[src/osc_select_defines.vh]
// Offsets, field positions, reset values and timing counts for clock select
`ifndef OSC_SELECT_DEFINES_VH
`define OSC_SELECT_DEFINES_VH

// Register byte addresses
`define REG_CONFIG 12'h000
`define REG_CLOCK_DIVISOR_REG 12'h004
`define REG_TUNE 12'h008
`define REG_STATUS 12'h00c
`define REG_CONTROL 12'h010

// Configuration word fields
`define CFG_MODE_LSB 0
`define CFG_PINFN_BIT 2
`define CFG_SRC_LSB 4
`define CFG_RESET 32'h00000074

// Clock divisor fields
`define DIV_POST_LSB 8
`define DIV_RESET 32'h00000000

// Tune field width
`define TUNE_W 6

// Mode encodings
`define MODE_EC 2'h0
`define MODE_XT 2'h1
`define MODE_HS 2'h2
`define MODE_OFF 2'h3

// Initial source encodings
`define SRC_RC 3'h0
`define SRC_RC_PLL 3'h1
`define SRC_PRI 3'h2
`define SRC_PRI_PLL 3'h3
`define SRC_SEC 3'h4
`define SRC_RC_16 3'h6
`define SRC_RC_N 3'h7

// Start-up cycle count and PLL lock default
`define START_CYCLES 11'h400
`define LOCK_CYCLES_DEFAULT 16'h0200

`endif

[src/startup_timer.v]
// Start-up cycle timer gating release of one oscillator clock
`timescale 1ns/10ps
`include "osc_select_defines.vh"
module startup_timer (
    // Clock and reset
    input wire pclk,
    input wire presetn,
    // Control
    input wire restart,
    input wire enable,
    input wire osc_edge,
    // Result
    output reg ready
);
    reg [9:0] count;
    reg active;

    always @(posedge pclk or negedge presetn) begin
        if (!presetn) begin
            count <= 10'h000;
            active <= 1'b0;
            ready <= 1'b0;
        end else if (restart || !enable) begin
            count <= 10'h000;
            active <= 1'b0;
            ready <= 1'b0;
        end else if (!ready && osc_edge) begin
            // Only cycles after the signal toggles are counted
            active <= 1'b1;
            if (active) begin
                count <= count + 10'h001;
                if (count == 10'h3ff) begin
                    ready <= 1'b1;
                end
            end
        end
    end
endmodule // startup_timer

[src/osc_select.v]
// Oscillator source selection, start-up gating, pin function and postscaler
`timescale 1ns/10ps
`include "osc_select_defines.vh"
module osc_select #(
    parameter [15:0] LOCK_CYCLES = `LOCK_CYCLES_DEFAULT
) (
    // APB slave
    input wire pclk,
    input wire presetn,
    input wire psel,
    input wire penable,
    input wire pwrite,
    input wire [11:0] paddr,
    input wire [31:0] pwdata,
    output reg [31:0] prdata,
    output reg pready,
    output reg pslverr,
    // Restart events
    input wire brownout,
    input wire wake,
    // Oscillator pins and sources
    input wire osc_in_i,
    input wire sec_osc_i,
    input wire rc_osc_i,
    output reg osc_out_o,
    output reg osc_out_oe,
    output reg osc_in_oe,
    output reg osc_in_gpio,
    input wire osc_out_gpio_o,
    input wire osc_out_gpio_oe,
    input wire osc_in_gpio_o,
    input wire osc_in_gpio_oe,
    // Clock control results
    output reg amp_enable,
    output reg amp_high_gain,
    output reg pll_enable,
    output reg sys_clk_en,
    output reg clock_ready,
    output reg [5:0] rc_tune
);
    localparam ST_WAIT = 2'h0;
    localparam ST_LOCK = 2'h1;
    localparam ST_READY = 2'h2;

    reg [31:0] config_word;
    reg [31:0] clock_divisor_reg;
    reg [5:0] rc_tune_field;
    reg [1:0] state;
    reg [1:0] next_state;
    reg [15:0] lock_count;
    reg restart;
    reg [2:0] in_sync;
    reg [2:0] sec_sync;
    reg [2:0] rc_sync;
    reg [8:0] post_count;
    reg post_en;
    reg div16_en;
    reg [3:0] div16_count;
    reg sys_tick;
    reg instr_clk;
    wire pri_ready;
    wire sec_ready;
    wire [1:0] mode_sel;
    wire osc_out_pin_pin_function;
    wire [2:0] src_sel;
    wire [2:0] post_sel;
    wire crystal;
    wire pri_on;
    wire uses_pll;
    wire src_is_pri;
    wire src_is_rc;
    wire src_ok;
    wire out_free;
    wire apb_wr;
    wire apb_rd;

    // Postscaler terminal count for a code, 1:1 to 1:64 then 1:256
    function [8:0] post_limit;
        input [2:0] sel;
        begin
            if (sel == 3'h7) begin
                post_limit = 9'h0ff;
            end else begin
                post_limit = (9'h001 << sel) - 9'h001;
            end
        end
    endfunction

    assign mode_sel = config_word[`CFG_MODE_LSB+1:`CFG_MODE_LSB];
    assign osc_out_pin_pin_function = config_word[`CFG_PINFN_BIT];
    assign src_sel = config_word[`CFG_SRC_LSB+2:`CFG_SRC_LSB];
    assign post_sel = clock_divisor_reg[`DIV_POST_LSB+2:`DIV_POST_LSB];
    assign crystal = (mode_sel == `MODE_XT) || (mode_sel == `MODE_HS);
    assign pri_on = (mode_sel != `MODE_OFF);
    assign src_is_pri = (src_sel == `SRC_PRI) || (src_sel == `SRC_PRI_PLL);
    assign src_is_rc = (src_sel == `SRC_RC) || (src_sel == `SRC_RC_PLL) ||
                       (src_sel == `SRC_RC_16) || (src_sel == `SRC_RC_N);
    assign uses_pll = (src_sel == `SRC_PRI_PLL) || (src_sel == `SRC_RC_PLL);
    assign src_ok = src_is_rc ? 1'b1 :
                    src_is_pri ? pri_ready :
                    (src_sel == `SRC_SEC) ? sec_ready : 1'b0;
    assign out_free = !crystal;
    assign apb_wr = psel && penable && pwrite;
    assign apb_rd = psel && !penable && !pwrite;

    // Two-flop synchronisers; third stage feeds edge detect only
    always @(posedge pclk or negedge presetn) begin
        if (!presetn) begin
            in_sync <= 3'h0;
            sec_sync <= 3'h0;
            rc_sync <= 3'h0;
            restart <= 1'b1;
        end else begin
            in_sync <= {in_sync[1:0], osc_in_i};
            sec_sync <= {sec_sync[1:0], sec_osc_i};
            rc_sync <= {rc_sync[1:0], rc_osc_i};
            restart <= brownout || wake;
        end
    end

    // Primary timer only runs when the primary is enabled in a crystal mode (XT or HS)
    wire pri_ready_xtal;
    startup_timer u_pri_timer (
        .pclk(pclk),
        .presetn(presetn),
        .restart(restart),
        .enable(pri_on && crystal),
        .osc_edge(in_sync[1] && !in_sync[2]),
        .ready(pri_ready_xtal)
    );
    // External clock needs no crystal settling; disabled never ready
    assign pri_ready = pri_on && (crystal ? pri_ready_xtal : 1'b1);

    startup_timer u_sec_timer (
        .pclk(pclk),
        .presetn(presetn),
        .restart(restart),
        .enable(src_sel == `SRC_SEC),
        .osc_edge(sec_sync[1] && !sec_sync[2]),
        .ready(sec_ready)
    );

    // Ready sequence: start-up, then PLL lock when used
    always @* begin
        next_state = state;
        case (state)
            ST_WAIT: begin
                if (src_ok) begin
                    next_state = uses_pll ? ST_LOCK : ST_READY;
                end
            end
            ST_LOCK: begin
                if (lock_count == LOCK_CYCLES) begin
                    next_state = ST_READY;
                end
            end
            ST_READY: begin
                if (!src_ok) begin
                    next_state = ST_WAIT;
                end
            end
            default: begin
                next_state = ST_WAIT;
            end
        endcase
    end

    always @(posedge pclk or negedge presetn) begin
        if (!presetn) begin
            state <= ST_WAIT;
            lock_count <= 16'h0000;
        end else if (restart) begin
            state <= ST_WAIT;
            lock_count <= 16'h0000;
        end else begin
            state <= next_state;
            if (state == ST_LOCK) begin
                lock_count <= lock_count + 16'h0001;
            end else begin
                lock_count <= 16'h0000;
            end
        end
    end

    // RC postscaler as an enable pulse on RC edges; clock edge tick
    always @(posedge pclk or negedge presetn) begin
        if (!presetn) begin
            post_count <= 9'h000;
            post_en <= 1'b0;
            div16_en <= 1'b0;
            div16_count <= 4'h0;
            sys_tick <= 1'b0;
            instr_clk <= 1'b0;
        end else begin
            post_en <= 1'b0;
            div16_en <= 1'b0;
            sys_tick <= 1'b0;
            if (rc_sync[1] && !rc_sync[2]) begin
                if (post_count >= post_limit(post_sel)) begin
                    post_count <= 9'h000;
                    post_en <= 1'b1;
                end else begin
                    post_count <= post_count + 9'h001;
                end
                // Own counter: the postscaler count wraps at its own limit
                div16_count <= div16_count + 4'h1;
                div16_en <= (div16_count == 4'hf);
            end
            case (src_sel)
                `SRC_RC_N: sys_tick <= post_en;
                `SRC_RC_16: sys_tick <= div16_en;
                `SRC_RC, `SRC_RC_PLL: sys_tick <= rc_sync[1] && !rc_sync[2];
                `SRC_SEC: sys_tick <= sec_sync[1] && !sec_sync[2];
                default: sys_tick <= in_sync[1] && !in_sync[2];
            endcase
            if (sys_tick && state == ST_READY) begin
                instr_clk <= !instr_clk;
            end
        end
    end

    // Pin functions and control outputs
    always @(posedge pclk or negedge presetn) begin
        if (!presetn) begin
            osc_out_o <= 1'b0;
            osc_out_oe <= 1'b0;
            osc_in_oe <= 1'b0;
            osc_in_gpio <= 1'b0;
            amp_enable <= 1'b0;
            amp_high_gain <= 1'b0;
            pll_enable <= 1'b0;
            sys_clk_en <= 1'b0;
            clock_ready <= 1'b0;
            rc_tune <= 6'h00;
        end else begin
            if (out_free && osc_out_pin_pin_function) begin
                osc_out_o <= instr_clk;
                osc_out_oe <= 1'b1;
            end else if (out_free) begin
                osc_out_o <= osc_out_gpio_o;
                osc_out_oe <= osc_out_gpio_oe;
            end else begin
                osc_out_o <= 1'b0;
                osc_out_oe <= 1'b0;
            end
            osc_in_oe <= !pri_on && osc_in_gpio_oe;
            osc_in_gpio <= !pri_on ? in_sync[1] : 1'b0;
            amp_enable <= crystal;
            amp_high_gain <= (mode_sel == `MODE_HS);
            pll_enable <= uses_pll && src_ok;
            sys_clk_en <= sys_tick && state == ST_READY;
            clock_ready <= (state == ST_READY);
            rc_tune <= rc_tune_field;
        end
    end

    // Unused pin drive for the input pin is taken from the GPIO value
    wire osc_in_drive_unused = osc_in_gpio_o;

    // APB slave, zero wait states
    always @(posedge pclk or negedge presetn) begin
        if (!presetn) begin
            config_word <= `CFG_RESET;
            clock_divisor_reg <= `DIV_RESET;
            rc_tune_field <= 6'h00;
            prdata <= 32'h00000000;
            pready <= 1'b0;
            pslverr <= 1'b0;
        end else begin
            pready <= psel && !penable;
            pslverr <= 1'b0;
            if (apb_rd) begin
                case (paddr)
                    `REG_CONFIG: prdata <= {25'h0, config_word[6:4], 1'b0,
                                            config_word[2:0]};
                    `REG_CLOCK_DIVISOR_REG: prdata <= {21'h0, post_sel, 8'h00};
                    `REG_TUNE: prdata <= {26'h0, rc_tune_field};
                    `REG_STATUS: prdata <= {26'h0, state, sec_ready,
                                            pri_ready, clock_ready, 1'b0};
                    default: prdata <= 32'h00000000;
                endcase
                pslverr <= (paddr > `REG_STATUS) || (paddr[1:0] != 2'h0);
            end
            if (apb_wr && pready) begin
                case (paddr)
                    `REG_CONFIG: config_word <= {25'h0, pwdata[6:4], 1'b0,
                                                 pwdata[2:0]};
                    `REG_CLOCK_DIVISOR_REG: clock_divisor_reg <= {21'h0,
                                                       pwdata[10:8], 8'h00};
                    `REG_TUNE: rc_tune_field <= pwdata[5:0];
                    default: ;
                endcase
            end
            if (psel && !penable && pwrite) begin
                pslverr <= (paddr > `REG_STATUS) || (paddr[1:0] != 2'h0);
            end
        end
    end
endmodule // osc_select

[config.mk]
export PLATFORM = sky130hd
export DESIGN_NAME = osc_select
export DESIGN_NICKNAME = d
export VERILOG_FILES = /design/src/startup_timer.v /design/src/osc_select.v
export VERILOG_INCLUDE_DIRS = /design/src
export SDC_FILE = /design/constraint.sdc
export NUM_CORES = 1
export LEC_CHECK = 0
export ABC_CLOCK_PERIOD_IN_PS = 5650
export BUFFER_PORTS_ARGS = -buffer_cell sky130_fd_sc_hd__buf_2
export CORE_MARGIN = 1
export CORE_UTILIZATION = 25
export DETAILED_ROUTE_END_ITERATION = 6
export PLACE_DENSITY = 0.55
export SLEW_MARGIN = 20
export SYNTH_ARGS = -nofsm -noshare
export SYNTH_HDL_FRONTEND = slang
export SYNTH_SLANG_ARGS = --single-unit
[constraint.sdc]
create_clock -name pclk -period 5.65 [get_ports pclk]
set_input_delay 1.13 -clock pclk [delete_from_list [all_inputs] [get_ports pclk]]
set_output_delay 1.13 -clock pclk [all_outputs]
set_load 0.005 [all_outputs]
# --- Yosys cells after proc, flatten, opt, wreduce, memory -nomap -nowiden ---
# Cells that the tools add are included.
word_totals:
  elab_cells: 168
  ff_bits: 133
op_classes:
  eq_ne: 22
  n_addsub: 6
  mux: 45
  n_shift: 1
  n_reduce_logical: 58
  magnitude_cmp: 2
op_table:
  columns: ["cell", "count"]
  rows:
  - ["10-bit two-way mux", 6]
  - ["11-bit one-hot mux with 4 select lines", 1]
  - ["16-bit two-way mux", 2]
  - ["9-bit two-way mux", 3]
  - ["1-bit two-way mux", 26]
  - ["12-bit by 4-bit equality test with 1-bit output, second input constant", 2]
  - ["10-bit by 1-bit adder with 10-bit output, second input constant", 2]
  - ["10-bit equality test, second input constant", 2]
  - ["1-bit logical AND", 17]
  - ["16-bit by 1-bit adder with 16-bit output, second input constant", 1]
  - ["16-bit by 10-bit equality test with 1-bit output, second input constant", 1]
  - ["2-bit nonzero test", 7]
  - ["12-bit by 3-bit equality test with 1-bit output, second input constant", 1]
  - ["3-bit equality test, second input constant", 4]
  - ["12-bit by 4-bit greater-than comparator with 1-bit output, second input constant", 1]
  - ["1-bit logical NOT", 12]
  - ["12-bit logical NOT", 1]
  - ["1-bit logical OR", 10]
  - ["2-bit two-way mux", 5]
  - ["2-bit AND reduction", 5]
  - ["9-bit by 1-bit adder with 9-bit output, second input constant", 1]
  - ["9-bit >= comparator", 1]
  - ["3-bit inequality test, second input constant", 3]
  - ["3-bit AND reduction", 3]
  - ["other kinds (14)", 17]

# --- Longest topological paths before layout ---
# Gate-level depths: netlist of run 1.
depth:
  word_depth: 9
  depth_mapped: 13
  ltp_nobuf: 12

# --- By module ---
# A second synthesis of run 1 with hierarchy kept.
unflattened:
  hier_cells: 511
  hier_area_um2: 5346.4
modules_own_cells:
  columns: ["mod", "cells_each", "n_inst", "area_per_inst_um2"]
  rows:
  - ["osc_select", 389, 1, 4120.2]
  - ["startup_timer", 61, 2, 613.1]

# --- Least setup slack after synthesis of run 1 ---
# Ideal clock, no wire load.
synth_timing:
  path_type: "register to register"
  from: "reg clock_divisor_reg[10]"
  to: "reg post_count[3]"
  period_less_slack_ns: 2.887
  setup_time_ns: 0.068
  t_required_ns: 5.582
  path_slack_ns: 2.763
  path_stages_with_launch: 14
  arrival_time_ns: 2.819
  path_cell_list: "dfrtp_1 -> clkbuf_1 -> nor2_1 -> nand2_1 -> ha_1 -> nor2b_1 -> a21oi_1 -> o221ai_1 -> ha_1 -> a21oi_1 -> nor2_1 -> a211oi_1 -> and3_1 -> a221o_1"
synth_between:
  elab_chain_len: 6
  word_cells_on_any_way: 7
synth_lines:
  columns: ["element", "line_no", "rtl"]
  rows:
  - ["start: declaration", "osc_select.v:46", "reg [31:0] clock_divisor_reg;"]
  - ["start signal: assignment", "osc_select.v:264", "clock_divisor_reg <= `DIV_RESET;"]
  - ["start signal: assignment", "osc_select.v:288", "`REG_CLOCK_DIVISOR_REG: clock_divisor_reg <= {21'h0,"]
  - ["1-bit by 3-bit left shift with 9-bit output", "osc_select.v:84", "post_limit = (9'h001 << sel) - 9'h001;"]
  - ["9-bit by 1-bit subtractor with 9-bit output", "osc_select.v:84", null]
  - ["9-bit two-way mux (*)", "osc_select.v:81", "if (sel == 3'h7) begin"]
  - ["9-bit two-way mux (*)", "osc_select.v:198", "if (rc_sync[1] && !rc_sync[2]) begin"]
  - ["9-bit >= comparator (*)", "osc_select.v:199", "if (post_count >= post_limit(post_sel)) begin"]
  - ["9-bit two-way mux (*)", "osc_select.v:199", null]
  - ["end signal: assignment", "osc_select.v:203", "post_count <= post_count + 9'h001;"]
  - ["end: declaration", "osc_select.v:55", "reg [8:0] post_count;"]
# Every way passes the cells marked *; elsewhere a longest branch is shown, timed or not. The select of a mux whose other input is x is not followed.
# A chain may end at the register's enable or synchronous reset.

# --- Worst setup path after layout of run 1 ---
layout_timing:
  from: "reg clock_divisor_reg[10]"
  to: "reg post_count[8]"
# Same word-level chain as after synthesis.

==> results of run 1 <==
==> power by group through the flow <==
stage                     clock network (mW)  logic (mW)  registers (mW)
final                                  0.651      0.0767           0.838
after global routing                   0.708      0.0890           0.842
after CTS                              0.675      0.0793           0.839
after detailed placement                   0      0.0796           0.854
after global placement                     0      0.0792           0.854
after floorplan                            0      0.0523           0.849
==> worst max-delay path by stage <==
| stage | startpoint | end | slack [ns] | cells after the start |
|---|---|---|---|---|
| detailed placement | clock_divisor_reg[10] | post_count[6] | 2.30 | 12 |
| CTS | clock_divisor_reg[10] | post_count[8] | 2.28 | 12 |
| global route | clock_divisor_reg[10] | post_count[4] | 1.86 | 12 |
| finish | clock_divisor_reg[10] | post_count[8] | 2.31 | 12 |
| global placement | clock_divisor_reg[10] | post_count[4] | 2.35 | 12 |
| floorplan | clock_divisor_reg[10] | post_count[3] | 2.76 | 13 |
==> cells in the mapped netlist (3+ instances only) <==
cell type    n
dfrtp_1    106
nor2_1      61
nand2_1     49
buf_4       22
ha_1        21
o21ai_0     20
xor2_1      18
a21oi_1     17
nand3_1     16
inv_1       15
nand4_1     13
xnor2_1     13
clkbuf_1    11
mux2_2      11
and3_1      10
mux2i_1     10
nor3_1       9
or3_1        9
nor2b_1      8
and2_1       6
o31ai_1      6
dfstp_2      5
a31oi_1      4
nand2b_1     4
a221o_1      3
nor4_1       3
nor4b_1      3
==> kinds of logic (layout without fill, tap and decap cells) <==
kind of cell	Yosys count	after routing	synth area share, %
and+or+nand+nor	203	203	19.5
other	1	22	0.0715
AOI/OAI and AO/OA	63	63	7.49
xor gates and xnor gates	31	31	5.18
buffers and inverters	51	94	5.39
DFF	111	111	53.1
muxes	21	21	4.27
adders and majority gates	21	21	5.01
==> layer usage <==
layer	share of wire, %	routed length (um)	global-route usage (%)	vias to the layer above
li1	-	-	-	1805
met1	48	4940	13.0	1699
met5	0	0	0	-
met2	48	4950	16.5	40
met3	2.8	290	2.24	19
met4	1.7	180	4.06	0
==> final cells by class <==
class	instances	area [um2]	area share (%)
clock buffer	9	225	3.72
clock inverter	7	76.3	1.26
timing repair buffer	63	323	5.33
multi-input combinational	361	2260	37.3
inverter	15	56.3	0.929
tap	270	338	5.57
sequential	111	2780	45.9
==> critical path: stages (launching register included) <==
cell and delay [ns]:
dfrtp_1 0.49, nor2_1 0.25, nand2_1 0.09, ha_1 0.26, nor2b_1 0.18, a21oi_1 0.16, o22ai_1 0.10, ha_1 0.30
a21oi_1 0.11, o21ai_0 0.12, a211oi_1 0.79, nor2_1 0.25, nor2_1 0.16
==> through the flow <==
| stage | power (mW) | utilization [%] |
|---|---|---|
| after floorplan | 0.902 | - |
| after global placement | 0.934 | 28.2 |
| after detailed placement | 0.934 | 28.2 |
| after CTS | 1.59 | 29.7 |
| after global routing | 1.64 | 29.7 |
| final | 1.57 | 29.7 |
==> impl_metrics.csv, run 1 <==
group,metric,value,unit
global_routing,grt_pass1_vias,3289,
routing,viasPerCell,4.26,
worst_setup_path,cp-end-kind,"flop",
timing,slew_headroom,35.7,%
worst_setup_path,criticalPathCategory,"reg -> reg",
finish,antenna_cells,0,
floorplan,core-area,20400,um2
pwr,switchingPower,0.397,mW
placement,place_area,5760,um2
pwr,p_comb_share,4.9,%
finish,mostFrequentLayoutCell,"dfrtp_1",
finish,nets,640,
logic_synthesis,async_flop_share,100,%
worst_setup_path,crit_fanout,10,
pwr,vdd_drop_max,0.155,mV
clocking,cts_buffers,9,
worst_hold_path,hp-class,"reg -> reg",
worst_setup_path,r2r-start,"clock_divisor_reg[10]",
pwr,p_int,1.17,mW
timing,tightestPinTransition,0.951,ns
pwr,pwr-share-seq,53.5,%
floorplan,die_h,147,um
clocking,clock_sinks,111,
finish,final_cell_mix,"dfrtp_1 (106), nor2_1 (61), buf_2 (60), nand2_1 (49), conb_1 (22)",
floorplan,start_util,25.7,%
worst_setup_path,crit_path_start_kind,"flop",
timing,worst_slack,2.31,ns
finish,largest_register_ffs,16,
pwr,p_clk_share,41.6,%
logic_synthesis,yosysTopAreaCell,"dfrtp_1",
floorplan,die_x,147,um
placement,dpl.hpwl,7400,um
run,max_cap_viol_count,0,
floorplan,rows,52,
pwr,p_sw_share,25.4,%
finish,largest_register,"lock_count",
clocking,htreeDepth,3,
worst_hold_path,hold_depth,0,
routing,vias,3563,
logic_synthesis,yosys_warnings,0,
worst_setup_path,r2r_cells,12,
global_routing,grt_pass1_wl,17100,um
logic_synthesis,synth_edf_count,0,
clocking,post_cts_resized,0,
worst_setup_path,worstPathRequired,5.94,ns
timing,fin_setup_tns,0,ns
global_routing,grt_overflow,0,
routing,wl,10400,um
finish,fill_cells,2170,
timing,fin_crit_sh,59.1,%
placement,gp_congestion,0.720,
pwr,p_per_area,258,nW/um2
finish,area_growth,15.5,%
worst_setup_path,worstReg2RegEnd,"post_count[8]",
global_routing,grt_antenna_before_repair,1,
finish,fin_cells,836,
routing,ant_nets,0,
worst_setup_path,r2r_setup_slack,2.31,ns
routing,wl_per_cell,12.4,um
floorplan,ioPinCount,107,
clocking,cts.path.max_buffers,2,
global_routing,grt_use_total,10.1,%
floorplan,fp.dieArea,21600,um2
clocking,clk_pin_slew,0.09,ns
logic_synthesis,synth_top_area_share,50.6,%
placement,placed_cells,820,
routing,drtIter0Drc,201,
routing,drcViolationCount,0,
timing,hold_slack,0.350,ns
clocking,cts_root_buf,"clkbuf_16",
logic_synthesis,ys_top_cells_by_area,"dfrtp_1 (51%), ha_1 (5.0%), nor2_1 (4.4%)",
outcome,status,"completed",
clocking,post_cts_buffers,0,
finish,stdcell_area,6060,um2
timing,fmaxAchievable,300,MHz
pwr,p_leak,2.80,nW
worst_hold_path,min-delay-start,"in_sync[0]",
logic_synthesis,synth_cell_type_count,51,
timing,hold_viol_final,0,
timing,fin_worst_skew,0.00906,ns
global_routing,grt_start_max_net_pins,75,
clocking,cts_tree,"built",
timing,rsz0062_at_grt,"false",
worst_hold_path,hold_end,"in_sync[1]",
timing,final-max-slew-violation-count,0,
worst_setup_path,arrival,3.63,ns
timing,period_needed,3.34,ns
logic_synthesis,ys.flop_type,"dfrtp_1",
finish,drive_gt1_share,17.8,%
logic_synthesis,yosysSeqAreaShare,53.1,%
logic_synthesis,ys_seq_elements,111,
logic_synthesis,syn_avg_cell_area,10.5,um2
clocking,cts_hold_repair.buffers,0,
timing,setup_viol,0,
placement,io_buffers,61,
logic_synthesis,mappedNetlistArea,5250,um2
routing,dr.pass1.iters,4,
logic_synthesis,synth_cells,502,
clocking,clk_latency,0.36,ns
placement,place_ws,2.30,ns
Note: power is estimated with default switching activity, not from simulation.
==> run 2: changes to the inputs <==
--- a/config.mk
+++ b/config.mk
@@ -6,12 +6,12 @@
 export SDC_FILE = /design/constraint.sdc
 export NUM_CORES = 1
 export LEC_CHECK = 0
-export ABC_CLOCK_PERIOD_IN_PS = 5650
+export ABC_CLOCK_PERIOD_IN_PS = 2750
 export BUFFER_PORTS_ARGS = -buffer_cell sky130_fd_sc_hd__buf_2
 export CORE_MARGIN = 1
 export CORE_UTILIZATION = 25
 export DETAILED_ROUTE_END_ITERATION = 6
-export PLACE_DENSITY = 0.55
+export PLACE_DENSITY = 0.56
 export SLEW_MARGIN = 20
 export SYNTH_ARGS = -nofsm -noshare
 export SYNTH_HDL_FRONTEND = slang
==> constraint.sdc (replaced) <==
create_clock -name pclk -period 2.75 [get_ports pclk]
set_input_delay 0.55 -clock pclk [delete_from_list [all_inputs] [get_ports pclk]]
set_output_delay 0.55 -clock pclk [all_outputs]
set_load 0.005 [all_outputs]
==> run 2 against run 1 <==
- clock skew grew 0.0013 ns
- first-iteration DRC count shrank 16%
- global-route usage grew 0.45 points
- worst setup slack lost 2.1 ns
- core utilization grew 0.56 points
- die area is the same
- cell count grew 1.6%
- critical endpoint is now post_count[7]
- largest power group unchanged
==> impl_metrics.csv, run 2 (same netlist as run 1, synthesis figures left out) <==
group,metric,value,unit
global_routing,grt_antenna_before_repair,1,
global_routing,grt_pass1_wl,18100,um
clocking,cts_buffers,9,
pwr,p_per_area,520,nW/um2
timing,setup_viol,0,
worst_setup_path,cp-end-kind,"flop",
worst_setup_path,crit_path_start_kind,"flop",
timing,fin_worst_skew,0.0104,ns
clocking,clock_sinks,111,
floorplan,core-area,20400,um2
timing,final-max-slew-violation-count,0,
worst_setup_path,arrival,2.78,ns
clocking,cts_root_buf,"clkbuf_16",
clocking,clk_pin_slew,0.07,ns
timing,period_needed,2.54,ns
timing,hold_slack,0.115,ns
timing,slew_headroom,50.1,%
timing,fin_crit_sh,92.4,%
global_routing,grt_overflow,0,
finish,area_growth,17.7,%
pwr,p_int,2.46,mW
worst_hold_path,hp-class,"in -> async",
placement,place_area,5860,um2
finish,nets,652,
pwr,vdd_drop_max,0.312,mV
floorplan,die_h,147,um
routing,wl,10600,um
floorplan,start_util,25.7,%
pwr,p_clk_share,41.2,%
worst_setup_path,crit_start,"clock_divisor_reg[9]",
routing,wl_met2,4920,um
pwr,pwr-share-seq,53.7,%
timing,hold_viol_final,0,
floorplan,ioPinCount,107,
placement,gp_congestion,0.745,
routing,wl_met3,378,um
routing,wl_per_cell,12.5,um
routing,drtIter0Drc,169,
worst_setup_path,crit_end,"post_count[7]",
worst_setup_path,r2r_setup_slack,0.21,ns
worst_setup_path,criticalPathCategory,"reg -> reg",
routing,drcViolationCount,0,
routing,dr.pass1.iters,5,
timing,tightestPinTransition,0.748,ns
pwr,p_sw_share,23.2,%
clocking,cts_tree,"built",
pwr,p_leak,2.86,nW
worst_setup_path,worstReg2RegEnd,"post_count[7]",
worst_setup_path,r2r_cells,12,
routing,top_layer,"met4",
routing,vias,3598,
floorplan,rows,52,
worst_setup_path,worstPathRequired,2.99,ns
floorplan,fp.dieArea,21600,um2
run,max_cap_viol_count,0,
finish,final_cell_mix,"dfrtp_1 (106), buf_2 (60), nor2_1 (59), nand2_1 (49), conb_1 (22)",
finish,drive_gt1_share,19.9,%
pwr,switchingPower,0.745,mW
worst_setup_path,r2r-start,"clock_divisor_reg[9]",
routing,viasPerCell,4.24,
finish,mostFrequentLayoutCell,"dfrtp_1",
routing,drt-met1-wl,5130,um
pwr,p_comb_share,5.1,%
placement,dpl.hpwl,7610,um
finish,stdcell_area,6180,um2
finish,largest_register_ffs,16,
routing,ant_nets,0,
finish,fill_cells,2138,
clocking,cts_hold_repair.buffers,0,
outcome,status,"completed",
global_routing,grt_use_total,10.6,%
finish,fin_util,30.2,%
clocking,clk_latency,0.36,ns
placement,io_buffers,61,
timing,fin_setup_tns,0,ns
clocking,htreeDepth,3,
finish,largest_register,"lock_count",
global_routing,grt_pass1_vias,3516,
clocking,cts.path.max_buffers,2,
floorplan,die_x,147,um
pwr,p_total,3.21,mW
global_routing,grt_start_max_net_pins,64,
worst_setup_path,crit_fanout,9,
timing,fmaxAchievable,393,MHz
-- run 2: area by class of cell --
class / instances / area (um2) / area share (%)
Inverter: 15 / 56.3 / 0.912
Antenna cell: 1 / 2.50 / 0.0405
Timing Repair Buffer: 75 / 425 / 6.89
Sequential cell: 111 / 2780 / 45.1
Multi-Input combinational cell: 361 / 2270 / 36.8
Clock buffer: 10 / 229 / 3.71
Clock inverter: 6 / 67.6 / 1.09
Tap cell: 270 / 338 / 5.47
-- run 2: timing repair --
| action | CTS | global route |
|---|---|---|
| buffers inserted | 0 | 1 |
| setup endpoints to repair | 0 | 10 |
| resized for setup | 0 | 5 |
-- run 2: worst min path at each step --
stage	to	slack, ns
2_1_floorplan	amp_enable	0.25
3_3_place_gp	rc_sync[1]	0.33
3_5_place_dp	rc_sync[1]	0.33
4_1_cts	u_sec_timer.count[7]	0.12
5_1_grt	u_sec_timer.count[7]	0.13
6_report	u_sec_timer.count[7]	0.12
-- run 2: metrics by stage --
step | worst slack (ns) | std cells
finish | 0.208 | 849
global route | -0.0265 | 848
CTS | 0.0365 | 847
detailed placement | 0.0341 | 831
global placement | 0.0824 | 831
floorplan | 0.0703 | 523
-- run 2: worst max-delay path: stages (launching register included) --
cell	delay [ns]
dfrtp_1	0.41
nor2_4	0.13
nand2_1	0.06
ha_1	0.20
nor2b_1	0.16
o21a_1	0.18
ha_1	0.29
a21oi_1	0.06
o21ai_0	0.30
a211oi_2	0.06
buf_4	0.17
and3_1	0.16
a221o_1	0.25
-- run 2: per-layer routing --
layer	vias up	global-route usage, %
met5	-	0
met4	0	3.70
met3	10	2.83
met2	46	16.6
met1	1705	14.0
li1	1837	-
-- run 2: power groups by stage --
stage               clock, mW  sequential (mW)  combinational, mW
global placement            0             1.75              0.166
floorplan                   0             1.74              0.108
CTS                      1.37             1.72              0.169
global route             1.43             1.73              0.192
detailed placement          0             1.75              0.168
finish                   1.32             1.72              0.165
